`config.mk`:
```
export PLATFORM = sky130hd
export DESIGN_NAME = daa_ring_cal_monitor_regs
export DESIGN_NICKNAME = d
export VERILOG_FILES = /design/src/shared/ring_mon_pkg.sv /design/src/core/daa_ring_cal_monitor_regs.sv /design/src/core/monitor_scaler.sv /design/src/core/ring_indicator.sv
export SDC_FILE = /design/constraint.sdc
export NUM_CORES = 1
export LEC_CHECK = 0
export ABC_AREA = 1
export BUFFER_PORTS_ARGS = -buffer_cell sky130_fd_sc_hd__buf_2
export CAP_MARGIN = 20
export CORE_MARGIN = 4
export CORE_UTILIZATION = 46
export CTS_CLUSTER_SIZE = 8
export DETAILED_ROUTE_END_ITERATION = 8
export GPL_TIMING_DRIVEN = 0
export PLACE_DENSITY = 0.65
export SYNTH_ARGS = -nofsm -noshare
export SYNTH_HDL_FRONTEND = slang
export SYNTH_HIERARCHICAL = 1
export SYNTH_SLANG_ARGS = --single-unit
```
`constraint.sdc`:
```
create_clock -name clk -period 10.3 [get_ports clk]
set_clock_uncertainty 0.2 [all_clocks]
set_input_delay 0 -clock clk [delete_from_list [all_inputs] [get_ports clk]]
set_output_delay 0 -clock clk [all_outputs]
set_load 0.02 [all_outputs]
```
`src/shared/ring_mon_pkg.sv`:
```
// constants, register map and helpers shared by the ring/monitor block
// assumes a single 200 MHz clock domain and an 8-bit register port
`default_nettype none
package ring_mon_pkg;
    localparam int DATA_W = 8;
    localparam int ADDR_W = 8;
    localparam int SAMPLE_W = 16;
    localparam int WIDE_W = 20;

    localparam logic [7:0] OFF_RSVD_A = 8'h10;
    localparam logic [7:0] OFF_CAL = 8'h11;
    localparam logic [7:0] OFF_RING_MODE = 8'h12;
    localparam logic [7:0] OFF_DROPOUT = 8'h13;
    localparam logic [7:0] OFF_RX_ATTEN = 8'h14;
    localparam logic [7:0] OFF_TX_ATTEN = 8'h15;
    localparam logic [7:0] OFF_IRQ_STATUS = 8'h30;
    localparam logic [7:0] OFF_IRQ_MASK = 8'h31;

    localparam int CAL_DIS_BIT = 5;
    localparam int FULL_WAVE_BIT = 1;
    localparam int DROPOUT_BIT = 1;

    localparam int EV_W = 2;
    localparam int EV_DROPOUT = 0;
    localparam int EV_RING = 1;

    localparam int PIN_W = 5;
    localparam int PIN_HALF = 0;
    localparam int PIN_FULL = 1;
    localparam int PIN_ENV = 2;
    localparam int PIN_THR = 3;
    localparam int PIN_DROP = 4;

    localparam logic CTRL_RST = 1'b0;
    localparam logic [7:0] ATTEN_RST = 8'h00;
    localparam logic [7:0] ATTEN_MUTE = 8'h00;
    localparam logic [7:0] ATTEN_UNITY = 8'h40;
    localparam int ATTEN_SHIFT = 6;
    localparam logic [EV_W-1:0] EV_RST = 2'h0;

    localparam int CLK_MHZ = 200;
    localparam int ONESHOT_MS = 5000;
    localparam int ONESHOT_CYCLES = ONESHOT_MS * CLK_MHZ * 1000;
    localparam int CNT_W = 30;

    function automatic logic [SAMPLE_W-1:0] sat_s(
        input logic signed [WIDE_W-1:0] v
    );
        logic signed [WIDE_W-1:0] hi;
        logic signed [WIDE_W-1:0] lo;
        hi = WIDE_W'(signed'(16'sh7fff));
        lo = WIDE_W'(signed'(16'sh8000));
        if (v > hi)
            sat_s = 16'h7fff;
        else if (v < lo)
            sat_s = 16'h8000;
        else
            sat_s = v[SAMPLE_W-1:0];
    endfunction
endpackage
`default_nettype wire

```
`src/core/daa_ring_cal_monitor_regs.sv`:
```
// register bank for calibration, ring mode, dropout and monitor levels
// assumes a single-cycle strobed register port and async detector pins
// Notes on behaviour
// - calibration disable bit suppresses automatic calibration
// - no validation: half or full wave detect
// - validation: envelope, or threshold one-shot timeout
// - dropout flag reads one while dropout detected
// - receive monitor level scales linearly, 0x40 unity
// - receive level zero mutes receive monitor
// - transmit monitor level scales the same way
// - transmit level zero mutes transmit monitor
`default_nettype none
module daa_ring_cal_monitor_regs #(
    parameter int ONESHOT_CYCLES = ring_mon_pkg::ONESHOT_CYCLES
) (
    // clock and reset
    input wire logic clk,
    input wire logic sys_rst,
    // register port
    input wire logic [ring_mon_pkg::ADDR_W-1:0] reg_addr,
    input wire logic [ring_mon_pkg::DATA_W-1:0] reg_wdata,
    input wire logic reg_wr,
    input wire logic reg_rd,
    output logic [ring_mon_pkg::DATA_W-1:0] reg_rdata,
    // detector pins, asynchronous
    input wire logic ring_half_wave_in,
    input wire logic ring_full_wave_in,
    input wire logic ring_envelope_in,
    input wire logic ring_threshold_in,
    input wire logic dropout_in,
    // same-clock configuration from the validation logic
    input wire logic ring_validation_enable,
    // calibration control
    output logic adc_auto_cal_en,
    // monitor samples
    input wire logic monitor_sample_valid,
    input wire logic [ring_mon_pkg::SAMPLE_W-1:0] monitor_rx_sample,
    input wire logic [ring_mon_pkg::SAMPLE_W-1:0] monitor_tx_sample,
    output logic monitor_out_valid,
    output logic [ring_mon_pkg::SAMPLE_W-1:0] call_progress_monitor_out,
    // status
    output logic ring_indication,
    output logic irq
);
    function automatic logic hit(
        input logic [ring_mon_pkg::ADDR_W-1:0] a,
        input logic [ring_mon_pkg::ADDR_W-1:0] off
    );
        hit = (a == off);
    endfunction

    // pin synchronisers: three stages, filtered on stage two/three agree
    logic [ring_mon_pkg::PIN_W-1:0] pins;
    logic [ring_mon_pkg::PIN_W-1:0] s1_q;
    logic [ring_mon_pkg::PIN_W-1:0] s2_q;
    logic [ring_mon_pkg::PIN_W-1:0] s3_q;
    logic [ring_mon_pkg::PIN_W-1:0] flt_q;
    logic [ring_mon_pkg::PIN_W-1:0] flt_d;

    assign pins = {dropout_in, ring_threshold_in, ring_envelope_in,
                   ring_full_wave_in, ring_half_wave_in};

    genvar gi;
    generate
        for (gi = 0; gi < ring_mon_pkg::PIN_W; gi++)
        begin : g_pin
            always_comb
            begin
                flt_d[gi] = flt_q[gi];
                if (s2_q[gi] == s3_q[gi])
                    flt_d[gi] = s3_q[gi];
            end
        end
    endgenerate

    always_ff @(posedge clk)
    begin
        if (sys_rst)
        begin
            s1_q <= '0;
            s2_q <= '0;
            s3_q <= '0;
            flt_q <= '0;
        end
        else
        begin
            s1_q <= pins;
            s2_q <= s1_q;
            s3_q <= s2_q;
            flt_q <= flt_d;
        end
    end

    // control registers
    logic cal_dis_q;
    logic cal_dis_d;
    logic full_wave_q;
    logic full_wave_d;
    logic [ring_mon_pkg::DATA_W-1:0] rx_att_q;
    logic [ring_mon_pkg::DATA_W-1:0] rx_att_d;
    logic [ring_mon_pkg::DATA_W-1:0] tx_att_q;
    logic [ring_mon_pkg::DATA_W-1:0] tx_att_d;
    logic [ring_mon_pkg::EV_W-1:0] mask_q;
    logic [ring_mon_pkg::EV_W-1:0] mask_d;
    logic [ring_mon_pkg::EV_W-1:0] stat_q;
    logic [ring_mon_pkg::EV_W-1:0] stat_d;
    logic [ring_mon_pkg::EV_W-1:0] events;
    logic [ring_mon_pkg::EV_W-1:0] w1c;
    logic drop_prev_q;
    logic drop_prev_d;
    logic ring_prev_q;
    logic ring_prev_d;
    logic ring_ind;

    // reserved bits are dropped on write, so reads give zero
    always_comb
    begin
        cal_dis_d = cal_dis_q;
        full_wave_d = full_wave_q;
        rx_att_d = rx_att_q;
        tx_att_d = tx_att_q;
        mask_d = mask_q;
        w1c = '0;
        if (reg_wr)
        begin
            if (hit(reg_addr, ring_mon_pkg::OFF_CAL))
                cal_dis_d = reg_wdata[ring_mon_pkg::CAL_DIS_BIT];
            if (hit(reg_addr, ring_mon_pkg::OFF_RING_MODE))
                full_wave_d = reg_wdata[ring_mon_pkg::FULL_WAVE_BIT];
            if (hit(reg_addr, ring_mon_pkg::OFF_RX_ATTEN))
                rx_att_d = reg_wdata;
            if (hit(reg_addr, ring_mon_pkg::OFF_TX_ATTEN))
                tx_att_d = reg_wdata;
            if (hit(reg_addr, ring_mon_pkg::OFF_IRQ_MASK))
                mask_d = reg_wdata[ring_mon_pkg::EV_W-1:0];
            if (hit(reg_addr, ring_mon_pkg::OFF_IRQ_STATUS))
                w1c = reg_wdata[ring_mon_pkg::EV_W-1:0];
        end
        drop_prev_d = flt_q[ring_mon_pkg::PIN_DROP];
        ring_prev_d = ring_ind;
        events[ring_mon_pkg::EV_DROPOUT] =
            flt_q[ring_mon_pkg::PIN_DROP] & ~drop_prev_q;
        events[ring_mon_pkg::EV_RING] = ring_ind & ~ring_prev_q;
        // a new event wins over a clear in the same cycle
        stat_d = (stat_q & ~w1c) | events;
    end

    always_ff @(posedge clk)
    begin
        if (sys_rst)
        begin
            cal_dis_q <= ring_mon_pkg::CTRL_RST;
            full_wave_q <= ring_mon_pkg::CTRL_RST;
            rx_att_q <= ring_mon_pkg::ATTEN_RST;
            tx_att_q <= ring_mon_pkg::ATTEN_RST;
            mask_q <= ring_mon_pkg::EV_RST;
            stat_q <= ring_mon_pkg::EV_RST;
            drop_prev_q <= 1'b0;
            ring_prev_q <= 1'b0;
        end
        else
        begin
            cal_dis_q <= cal_dis_d;
            full_wave_q <= full_wave_d;
            rx_att_q <= rx_att_d;
            tx_att_q <= tx_att_d;
            mask_q <= mask_d;
            stat_q <= stat_d;
            drop_prev_q <= drop_prev_d;
            ring_prev_q <= ring_prev_d;
        end
    end

    assign adc_auto_cal_en = ~cal_dis_q;
    assign irq = |(stat_q & mask_q);
    assign ring_indication = ring_ind;

    // read port: data only in the cycle after the strobe, else zero
    logic [ring_mon_pkg::DATA_W-1:0] rdata_q;
    logic [ring_mon_pkg::DATA_W-1:0] rdata_d;

    always_comb
    begin
        rdata_d = '0;
        if (reg_rd)
        begin
            case (reg_addr)
                ring_mon_pkg::OFF_CAL:
                    rdata_d[ring_mon_pkg::CAL_DIS_BIT] = cal_dis_q;
                ring_mon_pkg::OFF_RING_MODE:
                    rdata_d[ring_mon_pkg::FULL_WAVE_BIT] = full_wave_q;
                ring_mon_pkg::OFF_DROPOUT:
                    rdata_d[ring_mon_pkg::DROPOUT_BIT] =
                        flt_q[ring_mon_pkg::PIN_DROP];
                ring_mon_pkg::OFF_RX_ATTEN:
                    rdata_d = rx_att_q;
                ring_mon_pkg::OFF_TX_ATTEN:
                    rdata_d = tx_att_q;
                ring_mon_pkg::OFF_IRQ_STATUS:
                    rdata_d[ring_mon_pkg::EV_W-1:0] = stat_q;
                ring_mon_pkg::OFF_IRQ_MASK:
                    rdata_d[ring_mon_pkg::EV_W-1:0] = mask_q;
                default:
                    rdata_d = '0;
            endcase
        end
    end

    always_ff @(posedge clk)
    begin
        if (sys_rst)
            rdata_q <= '0;
        else
            rdata_q <= rdata_d;
    end

    assign reg_rdata = rdata_q;

    // ring source selection
    ring_indicator #(
        .ONESHOT_CYCLES(ONESHOT_CYCLES)
    ) u_ring (
        .clk(clk),
        .sys_rst(sys_rst),
        .validation_en(ring_validation_enable),
        .full_wave_sel(full_wave_q),
        .half_wave_det(flt_q[ring_mon_pkg::PIN_HALF]),
        .full_wave_det(flt_q[ring_mon_pkg::PIN_FULL]),
        .ring_envelope(flt_q[ring_mon_pkg::PIN_ENV]),
        .ring_threshold(flt_q[ring_mon_pkg::PIN_THR]),
        .ring_indication(ring_ind),
        .oneshot_active()
    );

    // monitor paths
    logic [ring_mon_pkg::SAMPLE_W-1:0] rx_scaled;
    logic [ring_mon_pkg::SAMPLE_W-1:0] tx_scaled;
    logic rx_vld;

    monitor_scaler u_rx (
        .clk(clk),
        .sys_rst(sys_rst),
        .sample_valid(monitor_sample_valid),
        .sample(monitor_rx_sample),
        .level_code(rx_att_q),
        .scaled_valid(rx_vld),
        .scaled(rx_scaled)
    );

    monitor_scaler u_tx (
        .clk(clk),
        .sys_rst(sys_rst),
        .sample_valid(monitor_sample_valid),
        .sample(monitor_tx_sample),
        .level_code(tx_att_q),
        .scaled_valid(),
        .scaled(tx_scaled)
    );

    // both paths share one output, so the mix saturates
    logic [ring_mon_pkg::SAMPLE_W-1:0] mix_q;
    logic [ring_mon_pkg::SAMPLE_W-1:0] mix_d;
    logic mix_vld_q;
    logic mix_vld_d;
    logic signed [ring_mon_pkg::WIDE_W-1:0] sum;

    always_comb
    begin
        sum = ring_mon_pkg::WIDE_W'(signed'(rx_scaled))
            + ring_mon_pkg::WIDE_W'(signed'(tx_scaled));
        mix_d = mix_q;
        mix_vld_d = rx_vld;
        if (rx_vld)
            mix_d = ring_mon_pkg::sat_s(sum);
    end

    always_ff @(posedge clk)
    begin
        if (sys_rst)
        begin
            mix_q <= '0;
            mix_vld_q <= 1'b0;
        end
        else
        begin
            mix_q <= mix_d;
            mix_vld_q <= mix_vld_d;
        end
    end

    assign call_progress_monitor_out = mix_q;
    assign monitor_out_valid = mix_vld_q;

    cal_disable_a: assert property (@(posedge clk) disable iff (sys_rst)
        reg_wr && reg_addr == ring_mon_pkg::OFF_CAL
        |=> adc_auto_cal_en == !$past(reg_wdata[ring_mon_pkg::CAL_DIS_BIT]))
        else $error("calibration enable did not follow write");
    dropout_read_a: assert property (@(posedge clk) disable iff (sys_rst)
        reg_rd && reg_addr == ring_mon_pkg::OFF_DROPOUT
        |=> reg_rdata == {6'h00, $past(flt_q[ring_mon_pkg::PIN_DROP]), 1'b0})
        else $error("dropout flag read wrong");
    dropout_sync_a: assert property (@(posedge clk) disable iff (sys_rst)
        s2_q[ring_mon_pkg::PIN_DROP] && s3_q[ring_mon_pkg::PIN_DROP]
        |=> flt_q[ring_mon_pkg::PIN_DROP])
        else $error("stable dropout not taken");
    rdata_idle_a: assert property (@(posedge clk) disable iff (sys_rst)
        !reg_rd |=> reg_rdata == '0)
        else $error("read data outside read slot");
    irq_sticky_a: assert property (@(posedge clk) disable iff (sys_rst)
        events[ring_mon_pkg::EV_RING] |=> stat_q[ring_mon_pkg::EV_RING])
        else $error("ring event lost");
    irq_clear_a: assert property (@(posedge clk) disable iff (sys_rst)
        reg_wr && reg_addr == ring_mon_pkg::OFF_IRQ_STATUS
        && reg_wdata[ring_mon_pkg::EV_DROPOUT]
        && !events[ring_mon_pkg::EV_DROPOUT]
        |=> !stat_q[ring_mon_pkg::EV_DROPOUT])
        else $error("dropout status not cleared");
    irq_level_a: assert property (@(posedge clk) disable iff (sys_rst)
        stat_q == '0 |-> !irq)
        else $error("interrupt without status");
    rx_mute_out_a: assert property (@(posedge clk) disable iff (sys_rst)
        rx_att_q == ring_mon_pkg::ATTEN_MUTE
        && tx_att_q == ring_mon_pkg::ATTEN_MUTE && monitor_sample_valid
        ##1 rx_att_q == ring_mon_pkg::ATTEN_MUTE
        |=> call_progress_monitor_out == '0)
        else $error("muted monitor not silent");
endmodule // daa_ring_cal_monitor_regs
`default_nettype wire

```
`src/core/monitor_scaler.sv`:
```
// linear level scaling of one monitor path, code 8'h40 is unity gain
// assumes samples arrive as signed words with a one-cycle valid strobe
`default_nettype none
module monitor_scaler (
    // clock and reset
    input wire logic clk,
    input wire logic sys_rst,
    // sample in
    input wire logic sample_valid,
    input wire logic [ring_mon_pkg::SAMPLE_W-1:0] sample,
    input wire logic [ring_mon_pkg::DATA_W-1:0] level_code,
    // scaled sample out
    output logic scaled_valid,
    output logic [ring_mon_pkg::SAMPLE_W-1:0] scaled
);
    logic [ring_mon_pkg::SAMPLE_W-1:0] out_q;
    logic [ring_mon_pkg::SAMPLE_W-1:0] out_d;
    logic vld_q;
    logic vld_d;
    logic signed [24:0] prod;
    logic signed [ring_mon_pkg::WIDE_W-1:0] shifted;

    always_comb
    begin
        prod = signed'(sample) * signed'({1'b0, level_code});
        shifted = ring_mon_pkg::WIDE_W'(prod >>> ring_mon_pkg::ATTEN_SHIFT);
        vld_d = sample_valid;
        out_d = out_q;
        if (sample_valid)
        begin
            // explicit mute, not left to the multiply
            if (level_code == ring_mon_pkg::ATTEN_MUTE)
                out_d = '0;
            else
                out_d = ring_mon_pkg::sat_s(shifted);
        end
    end

    always_ff @(posedge clk)
    begin
        if (sys_rst)
        begin
            out_q <= '0;
            vld_q <= 1'b0;
        end
        else
        begin
            out_q <= out_d;
            vld_q <= vld_d;
        end
    end

    assign scaled = out_q;
    assign scaled_valid = vld_q;

    path_mute_a: assert property (@(posedge clk) disable iff (sys_rst)
        sample_valid && level_code == ring_mon_pkg::ATTEN_MUTE
        |=> scaled == '0)
        else $error("muted path gave a nonzero sample");
    unity_gain_a: assert property (@(posedge clk) disable iff (sys_rst)
        sample_valid && level_code == ring_mon_pkg::ATTEN_UNITY
        |=> scaled == $past(sample))
        else $error("unity code changed the sample");
endmodule // monitor_scaler
`default_nettype wire

```
`src/core/ring_indicator.sv`:
```
// ring indication source selection and the threshold one-shot
// assumes detector levels are already synchronised to clk
`default_nettype none
module ring_indicator #(
    parameter int ONESHOT_CYCLES = ring_mon_pkg::ONESHOT_CYCLES
) (
    // clock and reset
    input wire logic clk,
    input wire logic sys_rst,
    // mode
    input wire logic validation_en,
    input wire logic full_wave_sel,
    // detector levels
    input wire logic half_wave_det,
    input wire logic full_wave_det,
    input wire logic ring_envelope,
    input wire logic ring_threshold,
    // result
    output logic ring_indication,
    output logic oneshot_active
);
    localparam logic [ring_mon_pkg::CNT_W-1:0] LAST =
        ring_mon_pkg::CNT_W'(ONESHOT_CYCLES - 1);

    logic thr_prev_q;
    logic thr_prev_d;
    logic shot_q;
    logic shot_d;
    logic ind_q;
    logic ind_d;
    logic [ring_mon_pkg::CNT_W-1:0] cnt_q;
    logic [ring_mon_pkg::CNT_W-1:0] cnt_d;
    logic thr_rise;

    always_comb
    begin
        thr_rise = ring_threshold & ~thr_prev_q;
        thr_prev_d = ring_threshold;
        shot_d = shot_q;
        cnt_d = cnt_q;
        // not retriggered: a crossing while running is ignored
        if (shot_q)
        begin
            if (cnt_q == LAST)
            begin
                shot_d = 1'b0;
                cnt_d = '0;
            end
            else
                cnt_d = cnt_q + 1'b1;
        end
        else if (thr_rise)
        begin
            shot_d = 1'b1;
            cnt_d = '0;
        end
        case ({validation_en, full_wave_sel})
            2'h0: ind_d = half_wave_det;
            2'h1: ind_d = full_wave_det;
            2'h2: ind_d = ring_envelope;
            2'h3: ind_d = shot_q;
            default: ind_d = 1'b0;
        endcase
    end

    always_ff @(posedge clk)
    begin
        if (sys_rst)
        begin
            thr_prev_q <= 1'b0;
            shot_q <= 1'b0;
            ind_q <= 1'b0;
            cnt_q <= '0;
        end
        else
        begin
            thr_prev_q <= thr_prev_d;
            shot_q <= shot_d;
            ind_q <= ind_d;
            cnt_q <= cnt_d;
        end
    end

    assign ring_indication = ind_q;
    assign oneshot_active = shot_q;

    half_wave_mode_a: assert property (@(posedge clk) disable iff (sys_rst)
        !validation_en && !full_wave_sel
        |=> ring_indication == $past(half_wave_det))
        else $error("half-wave mode not followed");
    full_wave_mode_a: assert property (@(posedge clk) disable iff (sys_rst)
        !validation_en && full_wave_sel
        |=> ring_indication == $past(full_wave_det))
        else $error("full-wave mode not followed");
    envelope_mode_a: assert property (@(posedge clk) disable iff (sys_rst)
        validation_en && !full_wave_sel
        |=> ring_indication == $past(ring_envelope))
        else $error("envelope mode not followed");
    oneshot_end_a: assert property (@(posedge clk) disable iff (sys_rst)
        $fell(shot_q) |-> $past(cnt_q) == LAST)
        else $error("one-shot ended at the wrong count");
    oneshot_start_a: assert property (@(posedge clk) disable iff (sys_rst)
        !shot_q && ring_threshold && !thr_prev_q
        |=> shot_q && cnt_q == '0)
        else $error("threshold crossing did not start one-shot");
endmodule // ring_indicator
`default_nettype wire

```
=== Word level (Yosys, flattened, before mapping) ===
Index checks and enable logic that the tools add are counted.

* Register bits: 135
* Word-level logic and storage cells: 97

* Add/sub/neg operators: 2
* $mul: 2
* Magnitude comparators: 6
* Equal/unequal tests: 16
* Muxes and demuxes: 22
* Bitwise logic cells: 12
* Reduce and logical (&&, ||, !) cells: 11

{| class="wikitable"
|+ Operators with widths
! cell !! number
|-
| $mux W16 || 8
|-
| $mux W30 || 3
|-
| $mul A16 B9 Y25 || 2
|-
| $eq A8 B5 Y1 const B || 5
|-
| $gt A19 B16 Y1 const B || 2
|-
| $lt A19 B16 Y1 const B || 2
|-
| $add A30 B1 Y30 const B || 1
|-
| $eq A30 B30 Y1 const B || 1
|-
| $add A16 B16 Y17 || 1
|-
| $gt A17 B16 Y1 const B || 1
|-
| $lt A17 B16 Y1 const B || 1
|-
| $eq A8 B6 Y1 const B || 2
|-
| $logic_not A8 Y1 || 2
|-
| $reduce_and A2 Y1 || 5
|-
| $pmux W1 S4 || 2
|-
| $pmux W1 S6 || 1
|-
| $pmux W3 S2 || 1
|-
| $eq A1 B1 Y1 || 5
|-
| $not A1 Y1 || 5
|-
| $and A2 B2 Y2 || 2
|-
| $eq A2 B2 Y1 const B || 2
|-
| $mux W2 || 2
|-
| $pmux W2 S2 || 1
|-
| $reduce_or A2 Y1 || 2
|-
| other kinds (8) || 12
|}

=== Depth between registers and ports, before layout ===
* Word-level depth: 6
* Mapped depth: 30

=== By module ===
The synthesis kept the hierarchy.

{| class="wikitable"
|+ Modules (own cells, without submodules)
! module !! times used !! cells an instance !! area each (sq um)
|-
| monitor_scaler (u_tx) || 1 || 878 || 6037.0
|-
| monitor_scaler (u_rx) || 1 || 881 || 6013.3
|-
| daa_ring_cal_monitor_regs || 1 || 479 || 3467.1
|-
| ring_indicator || 1 || 335 || 2137.0
|}

=== Least setup slack after synthesis ===
OpenSTA, ideal clock, no wires.

* Kind: reg-to-reg
* From: reg tx_att_q[2] (netlist bit)
* To: reg u_tx.out_q, in the netlist u_tx/scaled[0]
* Arrival: 4.959 ns
* Required time: 9.958 ns
* Setup slack: 4.999 ns
* Stages on the path, launching flop included: 24
* Cell sequence: dfxtp_1 > clkbuf_1 > clkbuf_1 > nand2_1 > fa_1 > fa_1 > inv_1 > fa_1 > inv_1 > fa_1 > inv_1 > ha_1 > nand2_1 > nor4_1 > a21oi_1 > nand2_1 > nand2_2 > nand2_4 > inv_4 > nand2_4 > buf_8 > nand2_2 > nand2_2 > a21oi_2

* Word-level cells in the longest chain between the ends: 5

{| class="wikitable"
|+ RTL lines
! element !! line !! source
|-
| start, declared || daa_ring_cal_monitor_regs.sv:101 || <nowiki>logic [ring_mon_pkg::DATA_W-1:0] tx_att_q;</nowiki>
|-
| start signal, assigned || daa_ring_cal_monitor_regs.sv:155 || <nowiki>tx_att_q <= ring_mon_pkg::ATTEN_RST;</nowiki>
|-
| start signal, assigned || daa_ring_cal_monitor_regs.sv:166 || <nowiki>tx_att_q <= tx_att_d;</nowiki>
|-
| $mul A16 B9 Y25 || monitor_scaler.sv:25 || <nowiki>prod = signed'(sample) * signed'({1'b0, level_code});</nowiki>
|-
| $lt A19 B16 Y1 || ring_mon_pkg.sv:55 || <nowiki>else if (v < lo)</nowiki>
|-
| $mux W16 || ring_mon_pkg.sv:55 ||
|-
| $mux W16 || ring_mon_pkg.sv:53 || <nowiki>if (v > hi)</nowiki>
|-
| $mux W16 * || monitor_scaler.sv:32 || <nowiki>if (level_code == ring_mon_pkg::ATTEN_MUTE)</nowiki>
|-
| end signal, assigned || monitor_scaler.sv:48 || <nowiki>out_q <= out_d;</nowiki>
|-
| end, declared || monitor_scaler.sv:16 || <nowiki>logic [ring_mon_pkg::SAMPLE_W-1:0] out_q;</nowiki>
|}

Mark *: on every way between the ends. The rest lies on a longest branch, timed or not.
A chain may end at the register's enable or synchronous reset.

=== Final worst setup path ===
* From: reg tx_att_q[2] (netlist bit)
* To: reg u_tx.out_q, in the netlist u_tx/scaled[15]

The elaborated chain is that of the path after synthesis.

==> run summary <==
The number of buffer and inverter instances along the worst setup path is 7. The total I/O pin count came out at a little under 90. The number of diodes added for antenna fixing is 0.

The critical path capture point is u_tx/scaled[15]. The critical path goes through clkbuf_1 > clkbuf_1 > nand2_1 > fa_1 > fa_1 > inv_1 > fa_1 > inv_1 > fa_1 > inv_1 > ha_1 > nand2_1 > nor4_1 > a21oi_1 > nand2_1 > nand2_2 > nand2_4 > inv_4 > nor2_1 > nand2_1 > a21oi_1 > dlygate4sd3_1. The tool flagged a number of max-cap violations equal to 0.

The number of global-route vias before repair came to 15800. The arrival time at the worst endpoint is 6.78 ns. Along the worst path, the maximum fanout reaches 10. The number of levels the H-tree was split into came out at 4. Global routing used ~22% of the available tracks. The number of iterations in the first detailed-routing pass is 7.

The number of gates on the worst path with buffers counted is 22. The die covers 0.0415 mm2. The register-to-register setup slack is 3.69 ns. The startpoint identified for the worst register-to-register timing path is tx_att_q[2].

In this run the critical register-to-register path is captured at u_tx/scaled[15]. The clock transition time at the flip-flop clock pins of the worst setup and hold paths came out at 0.07 ns. The power per unit of standard cell area is 64.8 mW/mm2. After global routing the overflow that remains totals 0.

The CTS tree is done. Dividing the detail-routed via count by the number of cells gives 4.81. The initial standard-cell utilization of the core came out at 46.7%. The number of antenna violations at the first check in global routing came to 2. The count of buffers inserted at the top-level ports is 58. The net count of the mapped netlist came out at 2942. The final standard cell area without fillers came out at 0.0195 mm2. The total negative setup slack came out at 0 ns. The setup-violating endpoint count in the final report came out at 0. The total clock buffers created by CTS came out at 17.

Row generation in the floorplan step produced 71 rows. The launching element type of the critical path is a flip-flop. The final number of hold-violating endpoints is 0. The minimum clock period after layout is roughly 6.6 ns. The routed wire length is 44000 um. CTS placed an instance of sky130_fd_sc_hd__clkbuf_16 at the clock tree root. The detailed-route DRC error count is 0. In this run, the number of DRC markers left after iteration 0 of detailed routing was between 800 and 900. The signed area change from the synthesized netlist to the final layout is 10.8%. The cell count of the worst reg-to-reg path came out at 22. The total chip power is approximately 0.0013 W.

The cell area reported after detailed placement is 0.0186 mm2. Among all stages on the critical path, the largest delay is contributed by sky130_fd_sc_hd__fa_1. The area of the mapped netlist came out at about 0.018 mm2. The setup path with the least slack is of type flip-flop to flip-flop. The leakage power of the design came out at 11.2 nW. The area of the multi-input gates came out at 0.0121 mm2. From bottom edge to top edge, the die measures between 200 and 250 um.

The per-cell routed wire length is 13.7 um. Setup repair after global routing left no endpoint under its margin. The clock sink count is 135.

The post-CTS setup buffer count came out at 0. The run finished with clean final reports. The delay contributed by the slowest stage of the critical path is 0.70 ns.

IR analysis of the VDD net gives a maximum drop of 109 uV. The maximum number of pins on one net before global-route repair is 17. The average instance area after synthesis is 6.86 um2.

The via count of the routed design came out at ~15000. The total area of sequential cells is 0.00270 mm2. The total of warnings raised by yosys came out at 6.

The part of the cycle the worst path needs is around 64%. The clock insertion delay at the later pin of the skew report is ~0.42 ns. The final RePlAce weighted congestion is 0.913. After filler insertion, the fill cell instance count of the layout stands at roughly 3800. The synthesized instance count came out at 2571. STA classifies the critical path endpoint as a flip-flop.

On the critical path the largest part of the delay comes from adder cells. Data on the critical path is required at its endpoint by 10.46 ns. The maximum operating frequency is ~150 MHz. The max-slew violation total from the final report came out at 0. The tightest min-delay check is of the input pin to flip-flop type.

The post-detailed-placement half-perimeter wirelength came out at 36100 um. The number of nets in the layout is between 3000 and 4000. The launch point of the worst path is tx_att_q[2].

Once detail routing completed, the nets flagged for antenna violations numbered 0. The measured slew at the worst slew-check pin came out at between 0.7 and 0.8 ns. The horizontal die dimension came out at 204 um. Cells with a size suffix above 1 make up 10.5% of the layout. The worst slew slack as a fraction of its limit came out at 53.2%.

The first-pass GRT wire length is 75100 um. The area inside the core boundary is 0.0378 mm2. The deepest clock path buffer count is 2.
metrics by stage:
step | utilization (%) | std cells | worst slack (ns) | hold WS, ns
floorplan | - | 2571 | 5.00 | -0.0930
CTS | 51.7 | 3208 | 3.70 | 0.0686
finish | 51.7 | 3208 | 3.69 | 0.104
global placement | 49.2 | 3140 | 4.19 | 0.00566
global route | 51.7 | 3208 | 3.22 | 0.140
detailed placement | 49.2 | 3140 | 4.02 | 0.0128
flip-flops by register name, indices dropped and copies added (netlist names):
register                   cells
u_tx/scaled                   16
u_rx/scaled                   16
rx_att_q                       8
call_progress_monitor_out     16
stat_q                         2
drop_prev_q                    1
s3_q                           5
flt_q                          5
tx_att_q                       8
s1_q                           5
s2_q                           5
ring_prev_q                    1
u_ring/ring_indication         1
u_ring/thr_prev_q              1
u_rx/scaled_valid              1
u_ring/cnt_q                  30
cal_dis_q                      1
mask_q                         2
reg_rdata                      8
full_wave_q                    1
monitor_out_valid              1
u_ring/oneshot_active          1
tightest hold or removal path, delay by kind of cell:
kind / cells / cell delay, ns
and+or+nand+nor: 3 / 0.29
buffers and inverters: 3 / 0.27
AOI/OAI and AO/OA: 1 / 0.09
how the worst min path moves through the flow:
| stage | from | endpoint | slack, ns | cells past startpoint |
|---|---|---|---|---|
| CTS | reg_addr[4] | reg_rdata[2] | 0.07 | 7 |
| global placement | ring_full_wave_in | s1_q[1] | 0.006 | 3 |
| detailed placement | ring_envelope_in | s1_q[2] | 0.01 | 3 |
| floorplan | ring_half_wave_in | s1_q[0] | -0.09 | 2 |
| global route | ring_threshold_in | s1_q[3] | 0.14 | 4 |
| finish | reg_addr[4] | reg_rdata[2] | 0.10 | 7 |
where the power goes:
group          internal (W)  switching, W
clock              0.000376      0.000262
combinational     0.0000305     0.0000639
sequential         0.000529    0.00000438
total              0.000935      0.000331
placed cells by master (no fill, tap or decap), drive strengths merged:
cell and n:
nand2 843, inv 643, fa 203, nor2 153, a21oi 142, dfxtp 135, ha 109, clkbuf 93
nand3 88, buf 74, o21ai 46, dlygate4sd3 36, xor2 33, nand4 18, xnor2 17, nor3 15
nor4 7, o22ai 6, or2 6, o21bai 5, and2 5, a31oi 3, nand3b 3, o211ai 2
a211oi 2, bufinv 2, a21o 2, clkinv 2, nor3b 1, o311a 1, clkinvlp 1, o21a 1
layout make-up:
class	count	share of cell area [%]
Buffer	91	2.27
Clock buffer	18	2.25
Clock inverter	14	0.903
Inverter	634	12.2
Multi-Input combinational cell	1711	62.0
Sequential cell	135	13.8
Tap cell	511	3.27
Timing Repair Buffer	94	3.33
repair_timing:
action                                 CTS  global route
endpoints found under the hold margin   50             0
hold buffers                            36             0
gates resized for setup                  0             0
setup endpoints to repair                0             0
per-layer routing:
layer  track usage, %  vias to the layer above  wire length (um)
met5                0                        -                28
met4             6.19                        4              1100
met3             2.91                       88              2450
met2             38.0                      389             20800
met1             28.5                     7200             19600
li1                 -                     7758                 -
(Power assumes the default switching activity.)
